### config.mk
export PLATFORM = sky130hd
export DESIGN_NAME = cdpa_core
export DESIGN_NICKNAME = d
export VERILOG_FILES = /design/src/logic/cdpa_core.v
export VERILOG_INCLUDE_DIRS = /design/src /design/src/logic
export SDC_FILE = /design/constraint.sdc
export NUM_CORES = 1
export LEC_CHECK = 0
export ABC_CLOCK_PERIOD_IN_PS = 5400
export BUFFER_PORTS_ARGS = -buffer_cell sky130_fd_sc_hd__buf_2
export CORE_MARGIN = 10
export CORE_UTILIZATION = 58
export DETAILED_ROUTE_END_ITERATION = 16
export HOLD_SLACK_MARGIN = 0.08
export PLACE_DENSITY = 0.81
export SLEW_MARGIN = 20
export SYNTH_ARGS = -nofsm -noshare
export SYNTH_HDL_FRONTEND = slang
export SYNTH_SLANG_ARGS = --single-unit
### constraint.sdc
create_clock -name core_clk -period 5.4 [get_ports core_clk]
set_clock_uncertainty 0.15 [all_clocks]
set_input_delay 0.27 -clock core_clk [delete_from_list [all_inputs] [get_ports core_clk]]
set_output_delay 0.27 -clock core_clk [all_outputs]
set_load 0.03 [all_outputs]
### src/logic/cdpa_defs.vh
/*
 constants for the scratch-pad, password and diagnostic status logic.
 assumes it is included by name from logic/cdpa_core.v, the assertion checker and the bench.

// Summary of operation
// - scratch-pad words: mode 0000, subcommand 0002, result 0004, password 000a, type 0016.
// - subcommand 0009 login, 0003 grammar check, 0006 error address, 000a change password.
// - with a password set, types 1, 3, 7 need a login per request.
// - password is BCD 0 to 9999; zero means protection off.
// - subcommand low byte arrives in word high byte; password keeps byte order.
// - password change needs prior login, then change subcommand, zeros, new password.
// - subcommand 0003 runs program check; result word holds zero or error code.
// - subcommand 0006 loads result word with first error location.
// - five diagnostic words as type 9; read from 0 covering all; write clears.
// - diagnostic word 1: newest code in high byte, previous in low byte.
// - words 2 to 5 count good, aborted conversations, header and block retries.
// - code 00 for success, 01 for serial link timeout.
// - refusal codes 02, 03, 04, 06, 09, 0a, 0b for invalid accesses.
// - code 05 for odd byte count on word memories, 07 for zero length.
// - code 08 for protected writes: user logic in run, or locked access.
// - abort after third failed retry: 0c for data blocks, 0d for headers.
// - code 0f when header unit address disagrees with matched enquiry.
// - code 14 bad block framing, 1e header character error, 1f block character error.
// - code 15 missing end of transmission, 16 missing acknowledge.
// - code 1a transmit held off by inactive clear-to-send, 1d controller transfer failure.
*/
`ifndef CDPA_DEFS_VH
`define CDPA_DEFS_VH
`define CDPA_SP_MODE    16'h0000
`define CDPA_SP_SUBCMD  16'h0002
`define CDPA_SP_RESULT  16'h0004
`define CDPA_SP_PWD     16'h000a
`define CDPA_SP_TYPE    16'h0016
`define CDPA_SP_WR_END  17'h0000c
`define CDPA_SUB_LOGIN  16'h0009
`define CDPA_SUB_CHECK  16'h0003
`define CDPA_SUB_ERRLOC 16'h0006
`define CDPA_SUB_CHPWD  16'h000a
`define CDPA_MT_TC      4'h1
`define CDPA_MT_IO      4'h3
`define CDPA_MT_SP      4'h6
`define CDPA_MT_USER    4'h7
`define CDPA_MT_DIAG    4'h9
`define CDPA_TC_WORDS   17'h00080
`define CDPA_IO_BYTES   17'h00070
`define CDPA_USER_WORDS 17'h00800
`define CDPA_DIAG_BYTES 16'h000a
`define CDPA_RETRY_MAX  2'd3
`define CDPA_CTRL_TYPE  16'h0001
`define CDPA_E_OK       8'h00
`define CDPA_E_TMO      8'h01
`define CDPA_E_SPWR     8'h02
`define CDPA_E_IOPT     8'h03
`define CDPA_E_SIZE     8'h04
`define CDPA_E_ODD      8'h05
`define CDPA_E_TCREG    8'h06
`define CDPA_E_ZERO     8'h07
`define CDPA_E_PROT     8'h08
`define CDPA_E_MTYPE    8'h09
`define CDPA_E_DIAG     8'h0a
`define CDPA_E_START    8'h0b
`define CDPA_E_BLKABT   8'h0c
`define CDPA_E_HDRABT   8'h0d
`define CDPA_E_UNIT     8'h0f
`define CDPA_E_BLKBAD   8'h14
`define CDPA_E_NOEOT    8'h15
`define CDPA_E_NOACK    8'h16
`define CDPA_E_CTS      8'h1a
`define CDPA_E_CPU      8'h1d
`define CDPA_E_HDRCHR   8'h1e
`define CDPA_E_BLKCHR   8'h1f
`endif

### src/logic/cdpa_core.v
/*
 request checking, password login, program check and diagnostic status words.
 assumes a protocol engine and program checker on core_clk driving the
 request, scratch-pad and event ports; all inputs are same-clock logic.
*/
`timescale 1ns/10ps
`default_nettype none
`include "cdpa_defs.vh"
module cdpa_core (
    input  wire        core_clk,
    input  wire        rst,
    input  wire        req_valid,
    input  wire        req_write,
    input  wire [3:0]  req_mem_type,
    input  wire [15:0] req_addr,
    input  wire [15:0] req_len,
    output reg         req_ack,
    output reg  [7:0]  req_code,
    input  wire        sp_wr,
    input  wire [15:0] sp_addr,
    input  wire [15:0] sp_data,
    input  wire        rd_en,
    input  wire [3:0]  rd_type,
    input  wire [15:0] rd_addr,
    output reg  [15:0] rd_data,
    input  wire        diag_clear,
    output reg         chk_start,
    input  wire        chk_done,
    input  wire [15:0] chk_code,
    input  wire [15:0] chk_err_loc,
    input  wire        hdr_fail,
    input  wire        blk_fail,
    output reg         conv_abort,
    input  wire        conv_start,
    input  wire        conv_end,
    input  wire [9:0]  link_err,
    output reg         lock_active,
    output reg         run_mode
);

    localparam SEQ_IDLE  = 4'b0001;
    localparam SEQ_LOGIN = 4'b0010;
    localparam SEQ_CHPWD = 4'b0100;
    localparam SEQ_CHECK = 4'b1000;

    reg  [3:0]  seq_reg;
    reg  [15:0] mode_reg;
    reg  [15:0] result_reg;
    reg  [15:0] pwd_reg;
    reg         login_reg;
    reg  [7:0]  pend_code_reg;
    reg  [1:0]  hdr_try_reg;
    reg  [1:0]  blk_try_reg;
    reg  [15:0] diag_reg [0:4];
    wire [15:0] sub_word;
    wire        locked;
    wire        hdr_abort;
    wire        blk_abort;
    wire        conv_fin;
    wire [7:0]  req_chk;
    wire [7:0]  link_code;
    reg  [7:0]  fin_code;
    wire [4:1]  diag_inc;

    // checks one request header, returns zero when it may proceed
    function [7:0] check_req;
        input        wr;
        input [3:0]  mt;
        input [15:0] ad;
        input [15:0] ln;
        input        lk;
        input        run;
        reg   [16:0] end_b;
        reg   [16:0] end_w;
        begin
            end_b = {1'b0, ad} + {1'b0, ln};
            end_w = {1'b0, ad} + {2'b00, ln[15:1]};
            check_req = `CDPA_E_OK;
            if (ln == 16'h0000)
                check_req = `CDPA_E_ZERO;
            else if (mt != `CDPA_MT_TC && mt != `CDPA_MT_IO && mt != `CDPA_MT_SP
                     && mt != `CDPA_MT_USER && mt != `CDPA_MT_DIAG)
                check_req = `CDPA_E_MTYPE;
            else if (ln[0] && (mt == `CDPA_MT_TC || mt == `CDPA_MT_USER || mt == `CDPA_MT_DIAG))
                check_req = `CDPA_E_ODD;
            else if (lk && (mt == `CDPA_MT_TC || mt == `CDPA_MT_IO || mt == `CDPA_MT_USER))
                check_req = `CDPA_E_PROT;
            else if (mt == `CDPA_MT_DIAG && (ad != 16'h0000 || (!wr && ln != `CDPA_DIAG_BYTES)
                     || ln > `CDPA_DIAG_BYTES))
                check_req = `CDPA_E_DIAG;
            else if (mt == `CDPA_MT_SP && (ad[0] || ad > `CDPA_SP_TYPE))
                check_req = `CDPA_E_START;
            else if (mt == `CDPA_MT_SP && wr && end_b > `CDPA_SP_WR_END)
                check_req = `CDPA_E_SPWR;
            else if (mt == `CDPA_MT_TC && end_w > `CDPA_TC_WORDS)
                check_req = `CDPA_E_TCREG;
            else if (mt == `CDPA_MT_IO && end_b > `CDPA_IO_BYTES)
                check_req = `CDPA_E_IOPT;
            else if (mt == `CDPA_MT_USER && end_w > `CDPA_USER_WORDS)
                check_req = `CDPA_E_SIZE;
            else if (mt == `CDPA_MT_USER && wr && run)
                check_req = `CDPA_E_PROT;
        end
    endfunction

    // maps link event flags to a code, first set flag wins
    function [7:0] link_to_code;
        input [9:0] ev;
        begin
            link_to_code = `CDPA_E_OK;
            if (ev[0])
                link_to_code = `CDPA_E_TMO;
            else if (ev[1])
                link_to_code = `CDPA_E_UNIT;
            else if (ev[2])
                link_to_code = `CDPA_E_BLKBAD;
            else if (ev[3])
                link_to_code = `CDPA_E_HDRCHR;
            else if (ev[4])
                link_to_code = `CDPA_E_BLKCHR;
            else if (ev[5])
                link_to_code = `CDPA_E_NOEOT;
            else if (ev[6])
                link_to_code = `CDPA_E_NOACK;
            else if (ev[7])
                link_to_code = `CDPA_E_CTS;
            else if (ev[8])
                link_to_code = `CDPA_E_CPU;
            else if (ev[9])
                link_to_code = `CDPA_E_TMO;
        end
    endfunction

    assign sub_word  = {sp_data[7:0], sp_data[15:8]};
    assign locked    = (pwd_reg != 16'h0000) && !login_reg;
    assign hdr_abort = hdr_fail && (hdr_try_reg == `CDPA_RETRY_MAX);
    assign blk_abort = blk_fail && (blk_try_reg == `CDPA_RETRY_MAX);
    assign conv_fin  = conv_end || hdr_abort || blk_abort;
    assign req_chk   = check_req(req_write, req_mem_type, req_addr, req_len, locked, mode_reg[0]);
    assign link_code = link_to_code(link_err);

    always @*
    begin
        if (hdr_abort)
            fin_code = `CDPA_E_HDRABT;
        else if (blk_abort)
            fin_code = `CDPA_E_BLKABT;
        else if (link_code != `CDPA_E_OK)
            fin_code = link_code;
        else if (req_valid && req_chk != `CDPA_E_OK)
            fin_code = req_chk;
        else
            fin_code = pend_code_reg;
    end

    assign diag_inc[1] = conv_fin && (fin_code == `CDPA_E_OK);
    assign diag_inc[2] = conv_fin && (fin_code != `CDPA_E_OK);
    assign diag_inc[3] = hdr_fail && !hdr_abort;
    assign diag_inc[4] = blk_fail && !blk_abort;

    // request answer and per-conversation pending code
    always @(posedge core_clk)
    begin
        if (rst)
        begin
            req_ack       <= 1'b0;
            req_code      <= 8'h00;
            pend_code_reg <= 8'h00;
        end
        else
        begin
            req_ack <= req_valid;
            if (req_valid)
                req_code <= req_chk;
            // a refusal beats the clear at conversation start, not at conversation end
            if (req_valid && req_chk != `CDPA_E_OK && !conv_fin)
                pend_code_reg <= req_chk;
            else if (conv_start || conv_fin)
                pend_code_reg <= 8'h00;
        end
    end

    // retry counts within one conversation
    always @(posedge core_clk)
    begin
        if (rst)
        begin
            hdr_try_reg <= 2'd0;
            blk_try_reg <= 2'd0;
            conv_abort  <= 1'b0;
        end
        else
        begin
            // abort pulse to the protocol engine
            conv_abort <= hdr_abort || blk_abort;
            if (conv_start || conv_fin)
            begin
                hdr_try_reg <= 2'd0;
                blk_try_reg <= 2'd0;
            end
            else
            begin
                if (hdr_fail)
                    hdr_try_reg <= hdr_try_reg + 2'd1;
                if (blk_fail)
                    blk_try_reg <= blk_try_reg + 2'd1;
            end
        end
    end

    // scratch-pad subcommands, password and program check
    always @(posedge core_clk)
    begin
        if (rst)
        begin
            seq_reg    <= SEQ_IDLE;
            mode_reg   <= 16'h0000;
            result_reg <= 16'h0000;
            pwd_reg    <= 16'h0000;
            login_reg  <= 1'b0;
            chk_start  <= 1'b0;
        end
        else
        begin
            chk_start <= 1'b0;
            // a login covers one protected request
            if (req_valid && req_chk == `CDPA_E_OK && (req_mem_type == `CDPA_MT_TC
                || req_mem_type == `CDPA_MT_IO || req_mem_type == `CDPA_MT_USER))
                login_reg <= 1'b0;
            if (sp_wr && sp_addr == `CDPA_SP_MODE)
                mode_reg <= sp_data;
            case (seq_reg)
                SEQ_IDLE:
                begin
                    if (sp_wr && sp_addr == `CDPA_SP_SUBCMD)
                    begin
                        if (sub_word == `CDPA_SUB_LOGIN)
                            seq_reg <= SEQ_LOGIN;
                        else if (sub_word == `CDPA_SUB_CHPWD && login_reg)
                            seq_reg <= SEQ_CHPWD;
                        else if (sub_word == `CDPA_SUB_CHECK)
                        begin
                            chk_start <= 1'b1;
                            seq_reg   <= SEQ_CHECK;
                        end
                        else if (sub_word == `CDPA_SUB_ERRLOC)
                            result_reg <= chk_err_loc;
                    end
                end
                SEQ_LOGIN:
                begin
                    if (sp_wr && sp_addr == `CDPA_SP_PWD)
                    begin
                        login_reg <= (sp_data == pwd_reg);
                        seq_reg   <= SEQ_IDLE;
                    end
                    else if (sp_wr && sp_addr == `CDPA_SP_SUBCMD)
                        seq_reg <= SEQ_IDLE;
                end
                SEQ_CHPWD:
                begin
                    if (sp_wr && sp_addr == `CDPA_SP_PWD)
                    begin
                        if (sp_data[15:12] < 4'd10 && sp_data[11:8] < 4'd10
                            && sp_data[7:4] < 4'd10 && sp_data[3:0] < 4'd10)
                            pwd_reg <= sp_data;
                        seq_reg <= SEQ_IDLE;
                    end
                    else if (sp_wr && sp_addr == `CDPA_SP_SUBCMD)
                        seq_reg <= SEQ_IDLE;
                end
                SEQ_CHECK:
                begin
                    if (chk_done)
                    begin
                        result_reg <= chk_code;
                        seq_reg    <= SEQ_IDLE;
                    end
                end
                default:
                    seq_reg <= SEQ_IDLE;
            endcase
        end
    end

    always @(posedge core_clk)
    begin
        if (rst)
            diag_reg[0] <= 16'h0000;
        else if (conv_fin)
            diag_reg[0] <= {fin_code, diag_reg[0][15:8]};
        else if (diag_clear)
            diag_reg[0] <= 16'h0000;
    end

    // counters, a step beats a clear
    genvar g;
    generate
        for (g = 1; g < 5; g = g + 1)
        begin : cnt
            always @(posedge core_clk)
            begin
                if (rst)
                    diag_reg[g] <= 16'h0000;
                else if (diag_inc[g])
                    diag_reg[g] <= diag_reg[g] + 16'h0001;
                else if (diag_clear)
                    diag_reg[g] <= 16'h0000;
            end
        end
    endgenerate

    // read port and status outputs
    always @(posedge core_clk)
    begin
        if (rst)
        begin
            rd_data     <= 16'h0000;
            lock_active <= 1'b0;
            run_mode    <= 1'b0;
        end
        else
        begin
            lock_active <= locked;
            run_mode    <= mode_reg[0];
            if (rd_en)
            begin
                rd_data <= 16'h0000;
                if (rd_type == `CDPA_MT_DIAG && rd_addr < 16'h0005)
                    rd_data <= diag_reg[rd_addr[2:0]];
                else if (rd_type == `CDPA_MT_SP && rd_addr == `CDPA_SP_MODE)
                    rd_data <= mode_reg;
                else if (rd_type == `CDPA_MT_SP && rd_addr == `CDPA_SP_RESULT)
                    rd_data <= result_reg;
                else if (rd_type == `CDPA_MT_SP && rd_addr == `CDPA_SP_TYPE)
                    rd_data <= `CDPA_CTRL_TYPE;
            end
        end
    end

endmodule
`default_nettype wire

---- Yosys cells after proc, flatten, opt, wreduce, memory -nomap -nowiden ----
Memory sizes are Yosys's and may differ from the RTL's.
Index checks and enable logic that the tools add are counted.
word-level totals
  word-level logic and storage cells ...... 248
  bits in latches ......................... 0
  flip-flop bits (word level) ............. 94
  memories ................................ 1
  memory bits (writable) .................. 80
  ROM bits ................................ 0
operators by class
  $mul .................................... 0
  shifts and indexed selects .............. 0
  reduce and logical (&&, ||, !) cells .... 72
  equal/unequal tests ..................... 36
  order comparisons ....................... 11
  multiplexer cells ....................... 93
  bitwise logic cells ..................... 12
  divide/modulo/power cells ............... 0
  add/subtract/negate cells ............... 8
memory list
  name      depth  bits a word  rd ports  clocked after Yosys merged registers in  write ports  RTL line        text
  diag_reg  5      16           6         0                                        5            cdpa_core.v:54  reg [15:0] diag_reg [0:4];
operator list
  cell                   count
  $mux 16                19
  $mux 4                 18
  $add 16x1->16 const B  4
  $eq 16x4->1 const B    3
  $logic_not 16->1       3
  $mux 8                 6
  $mux 5                 9
  $mux 1                 39
  $logic_and 1x1->1      38
  $eq 16x2->1 const B    2
  $eq 16x3->1 const B    2
  $pmux 16 s2            1
  $reduce_bool 16->1     2
  $reduce_bool 8->1      3
  $add 16x15->17         1
  $add 16x16->17         1
  $gt 17x12->1 const B   1
  $gt 17x4->1 const B    1
  $gt 17x7->1 const B    1
  $gt 17x8->1 const B    1
  $eq 16x16->1           1
  $eq 16x5->1 const B    1
  $eq 4x3->1 const B     4
  $gt 16x4->1 const B    1
  other kinds (27)       70

---- Logic depth before layout (Yosys ltp) ----
  depth after elaboration ................. 27
  mapped depth ............................ 14

---- Worst setup path before layout ----
Ideal clock, no wire load.
  path kind ............................... input to register
  from .................................... input port req_addr[0]
  to ...................................... memory diag_reg[1][0] (enable)
  stages .................................. 13
  data arrival time ....................... 4.352 ns
  setup time .............................. 0.414 ns
  path buffers ............................ 0
  path slack .............................. 0.484 ns
  path through ............................ ha_1 -> fa_1 -> a211oi_2 -> o21ai_2 -> mux2_1 -> a211oi_2 -> o21ai_1 -> nor3_2 -> a311oi_2 -> o41ai_1 -> and2_1 -> o21ai_2 -> o31ai_1
RTL lines
  element          RTL line        text
  start, declared  cdpa_core.v:15  input wire [15:0] req_addr,
  end, declared    cdpa_core.v:54

==> flow_metrics.py <==
metrics = {
    "run_status": {
        "status": "completed",
    },
    "floorplanning": {
        "core_sq_um": 18800,
        "die_h_um": 159,
        "dieWidth_um": 159,
        "initial_core_util": 0.595,
        "row_count": 50,
        "die-area_sq_um": 25300,
        "ios": 171,
    },
    "yosys": {
        "synth_top_area_frac": 0.198,
        "syn_area_per_cell_sq_um": 9.02,
        "yosysMostFrequentCell": "nor2_1",
        "ys_seq_elements": 160,
        "synth.top_cells.by_count": "nor2_1, dfxtp_1, nand2_1",
        "ys_seq_area_frac": 0.352,
        "synth_top_area_cell": "edfxtp_1",
        "yosysWarnings": 0,
        "synth_top_flop_cell": "dfxtp_1",
        "synth_cells": 1242,
        "ys_types": 92,
        "synth_edf_count": 74,
        "asyncSetResetFlopFracSynth": 0,
        "ys_top_cells_by_area": "edfxtp_1, dfxtp_1, mux2i_1",
        "synth_area_sq_um": 11200,
    },
    "clock_network": {
        "cts_buffers": 17,
        "clkTransAtPathRegs_ns": 0.06,
        "cts_root_buffer": "clkbuf_16",
        "tritoncts": "done",
        "cts_sinks": 160,
        "clock_latency_ns": 0.43,
        "htree_levels": 4,
        "clock_path_buffers": 2,
    },
    "drt": {
        "vias_per_cell": 6.28,
        "drt-total-wl_um": 33600,
        "num_vias": 10600,
        "avgRoutedWirePerCell_um": 19.8,
        "drtAntennaViolNets": 0,
        "firstDrtPassIters": 5,
        "dr.first_iter.drc_count": 1060,
        "drc": 0,
    },
    "sta": {
        "max_slew_margin": 0.275,
        "hold_violations": 0,
        "whs_ns": 0.103,
        "fin_crit_ns": 4.20,
        "worst_slew_pin_slew_ns": 1.08,
        "setup_violations": 0,
        "setup_tns_ns": 0,
        "rsz0062_at_grt": "no",
        "period_share": 0.778,
        "slew_viol_final": 0,
        "clock.fmax_ghz": 0.238,
    },
    "setup_path": {
        "critPathKind": "in2reg",
        "required_ns": 5.37,
        "rrSetupSlack_ns": 1.61,
        "critPathLaunch": "req_len[1]",
        "timing.rr.start": "pwd_reg[3]",
        "critPathMaxFanout": 17,
        "reg2reg_depth": 11,
        "cp-start-kind": "input pin",
        "end_kind": "register",
        "cp.arrival_ns": 4.17,
    },
    "finish": {
        "finalNonFillerCells": 1692,
        "post-route-util": 0.702,
        "largest_register_ffs": 74,
        "final_nets": 1600,
        "design_area_sq_um": 13200,
        "synthToLayoutAreaGrowth_pct": 17.9,
        "n_antenna_cell": 0,
        "final_layout_size_suffix_gt1_frac": 0.198,
    },
    "placement": {
        "routabilityCongestion": 0.982,
        "hpwlAfterDp_um": 24600,
        "port_buffers": 166,
        "postPlaceCellArea_sq_um": 12200,
        "dp.cells": 1617,
    },
    "grt": {
        "grt_max_degree": 80,
        "grt_antenna_before_repair": 0,
        "grt_pass1_vias": 9957,
        "track_usage": 0.251,
        "grt_overflow": 0,
        "grt_first_pass_wirelength_um": 52800,
    },
    "power": {
        "irDropWorstVdd_mv": 0.204,
        "p_leak_uw": 0.00532,
        "powerDensity_nw_per_um2": 240,
    },
    "min_path": {
        "hold_depth": 3,
        "hp-class": "in2reg",
        "min_from": "chk_code[7]",
    },
    "flow_run": {
        "drv_cap": 0,
    },
}
-- cells by family after synthesis --
group	Yosys count	synth area share
flops	160	0.352
fa+ha+maj	39	0.0449
other cells	1	0.000335
mux	92	0.0941
compound gates	293	0.191
simple gates	488	0.222
xor+xnor	76	0.0594
buf+inv	93	0.0359
-- timing repair --
item,in CTS,in global routing
endpoints found under the setup margin,0,0
resized for setup,0,0
hold buffers,43,0
setup buffers,0,0
endpoints found under the hold margin,49,0
-- placed cells by master, fill, tap and decap left out, types with 28 or more instances in the layout --
| cell type | instances |
|---|---|
| nand3_1 | 46 |
| buf_2 | 166 |
| a211oi_1 | 32 |
| dfxtp_1 | 86 |
| nor4_1 | 30 |
| xnor2_1 | 38 |
| inv_1 | 28 |
| a21oi_1 | 61 |
| dlygate4sd3_1 | 43 |
| nor2_1 | 159 |
| xor2_1 | 38 |
| edfxtp_1 | 74 |
| mux2i_1 | 75 |
| o21ai_0 | 48 |
| ha_1 | 37 |
| nand2_1 | 85 |
-- worst max-delay path: stages --
cell	delay, ns
buf_2	0.14
ha_1	0.21
fa_1	0.42
a211oi_2	0.32
o21ai_0	0.19
a22oi_1	0.23
mux2i_1	0.27
o221ai_1	0.21
a21oi_1	0.31
a311oi_2	0.23
nor3b_4	0.37
a31oi_4	0.18
o21a_4	0.35
a31oi_1	0.19
buf_4	0.26
-- routing by layer --
metal  up-vias  part of all wire  GRT usage
met4         0             0.021     0.0720
li1       5022                 -          -
met5         -                 0          0
met3        66             0.086     0.0527
met2       574              0.47      0.411
met1      4965              0.42      0.328
-- metrics by stage --
stage / power, uW / setup WS, ns
5_1_grt: 3280 / 1.00
3_5_place_dp: 1940 / 0.841
3_3_place_gp: 1930 / 0.932
4_1_cts: 3160 / 1.26
6_report: 3170 / 1.20
2_1_floorplan: 1760 / 0.484
-- path summary, 6_finish.rpt --
path,end
min,result_reg[7]
max reg2reg,diag_reg[1][10]
max,diag_reg[2][6]
min reg2reg,pend_code_reg[2]
-- power by group --
part | switching [uW] | internal (uW)
clock | 494 | 713
sequential | 48.2 | 1310
combinational | 360 | 242
-- final cells by class --
type | count | area [sq um]
clock inverters | 8 | 60.1
inverters | 29 | 109
multi-input cells | 992 | 6890
well taps | 260 | 325
repair buffers | 219 | 1340
flip-flops and latches | 160 | 3940
fillers | 1397 | 5620
clock buffers | 24 | 546
Note: power is estimated with default switching activity, not from simulation.
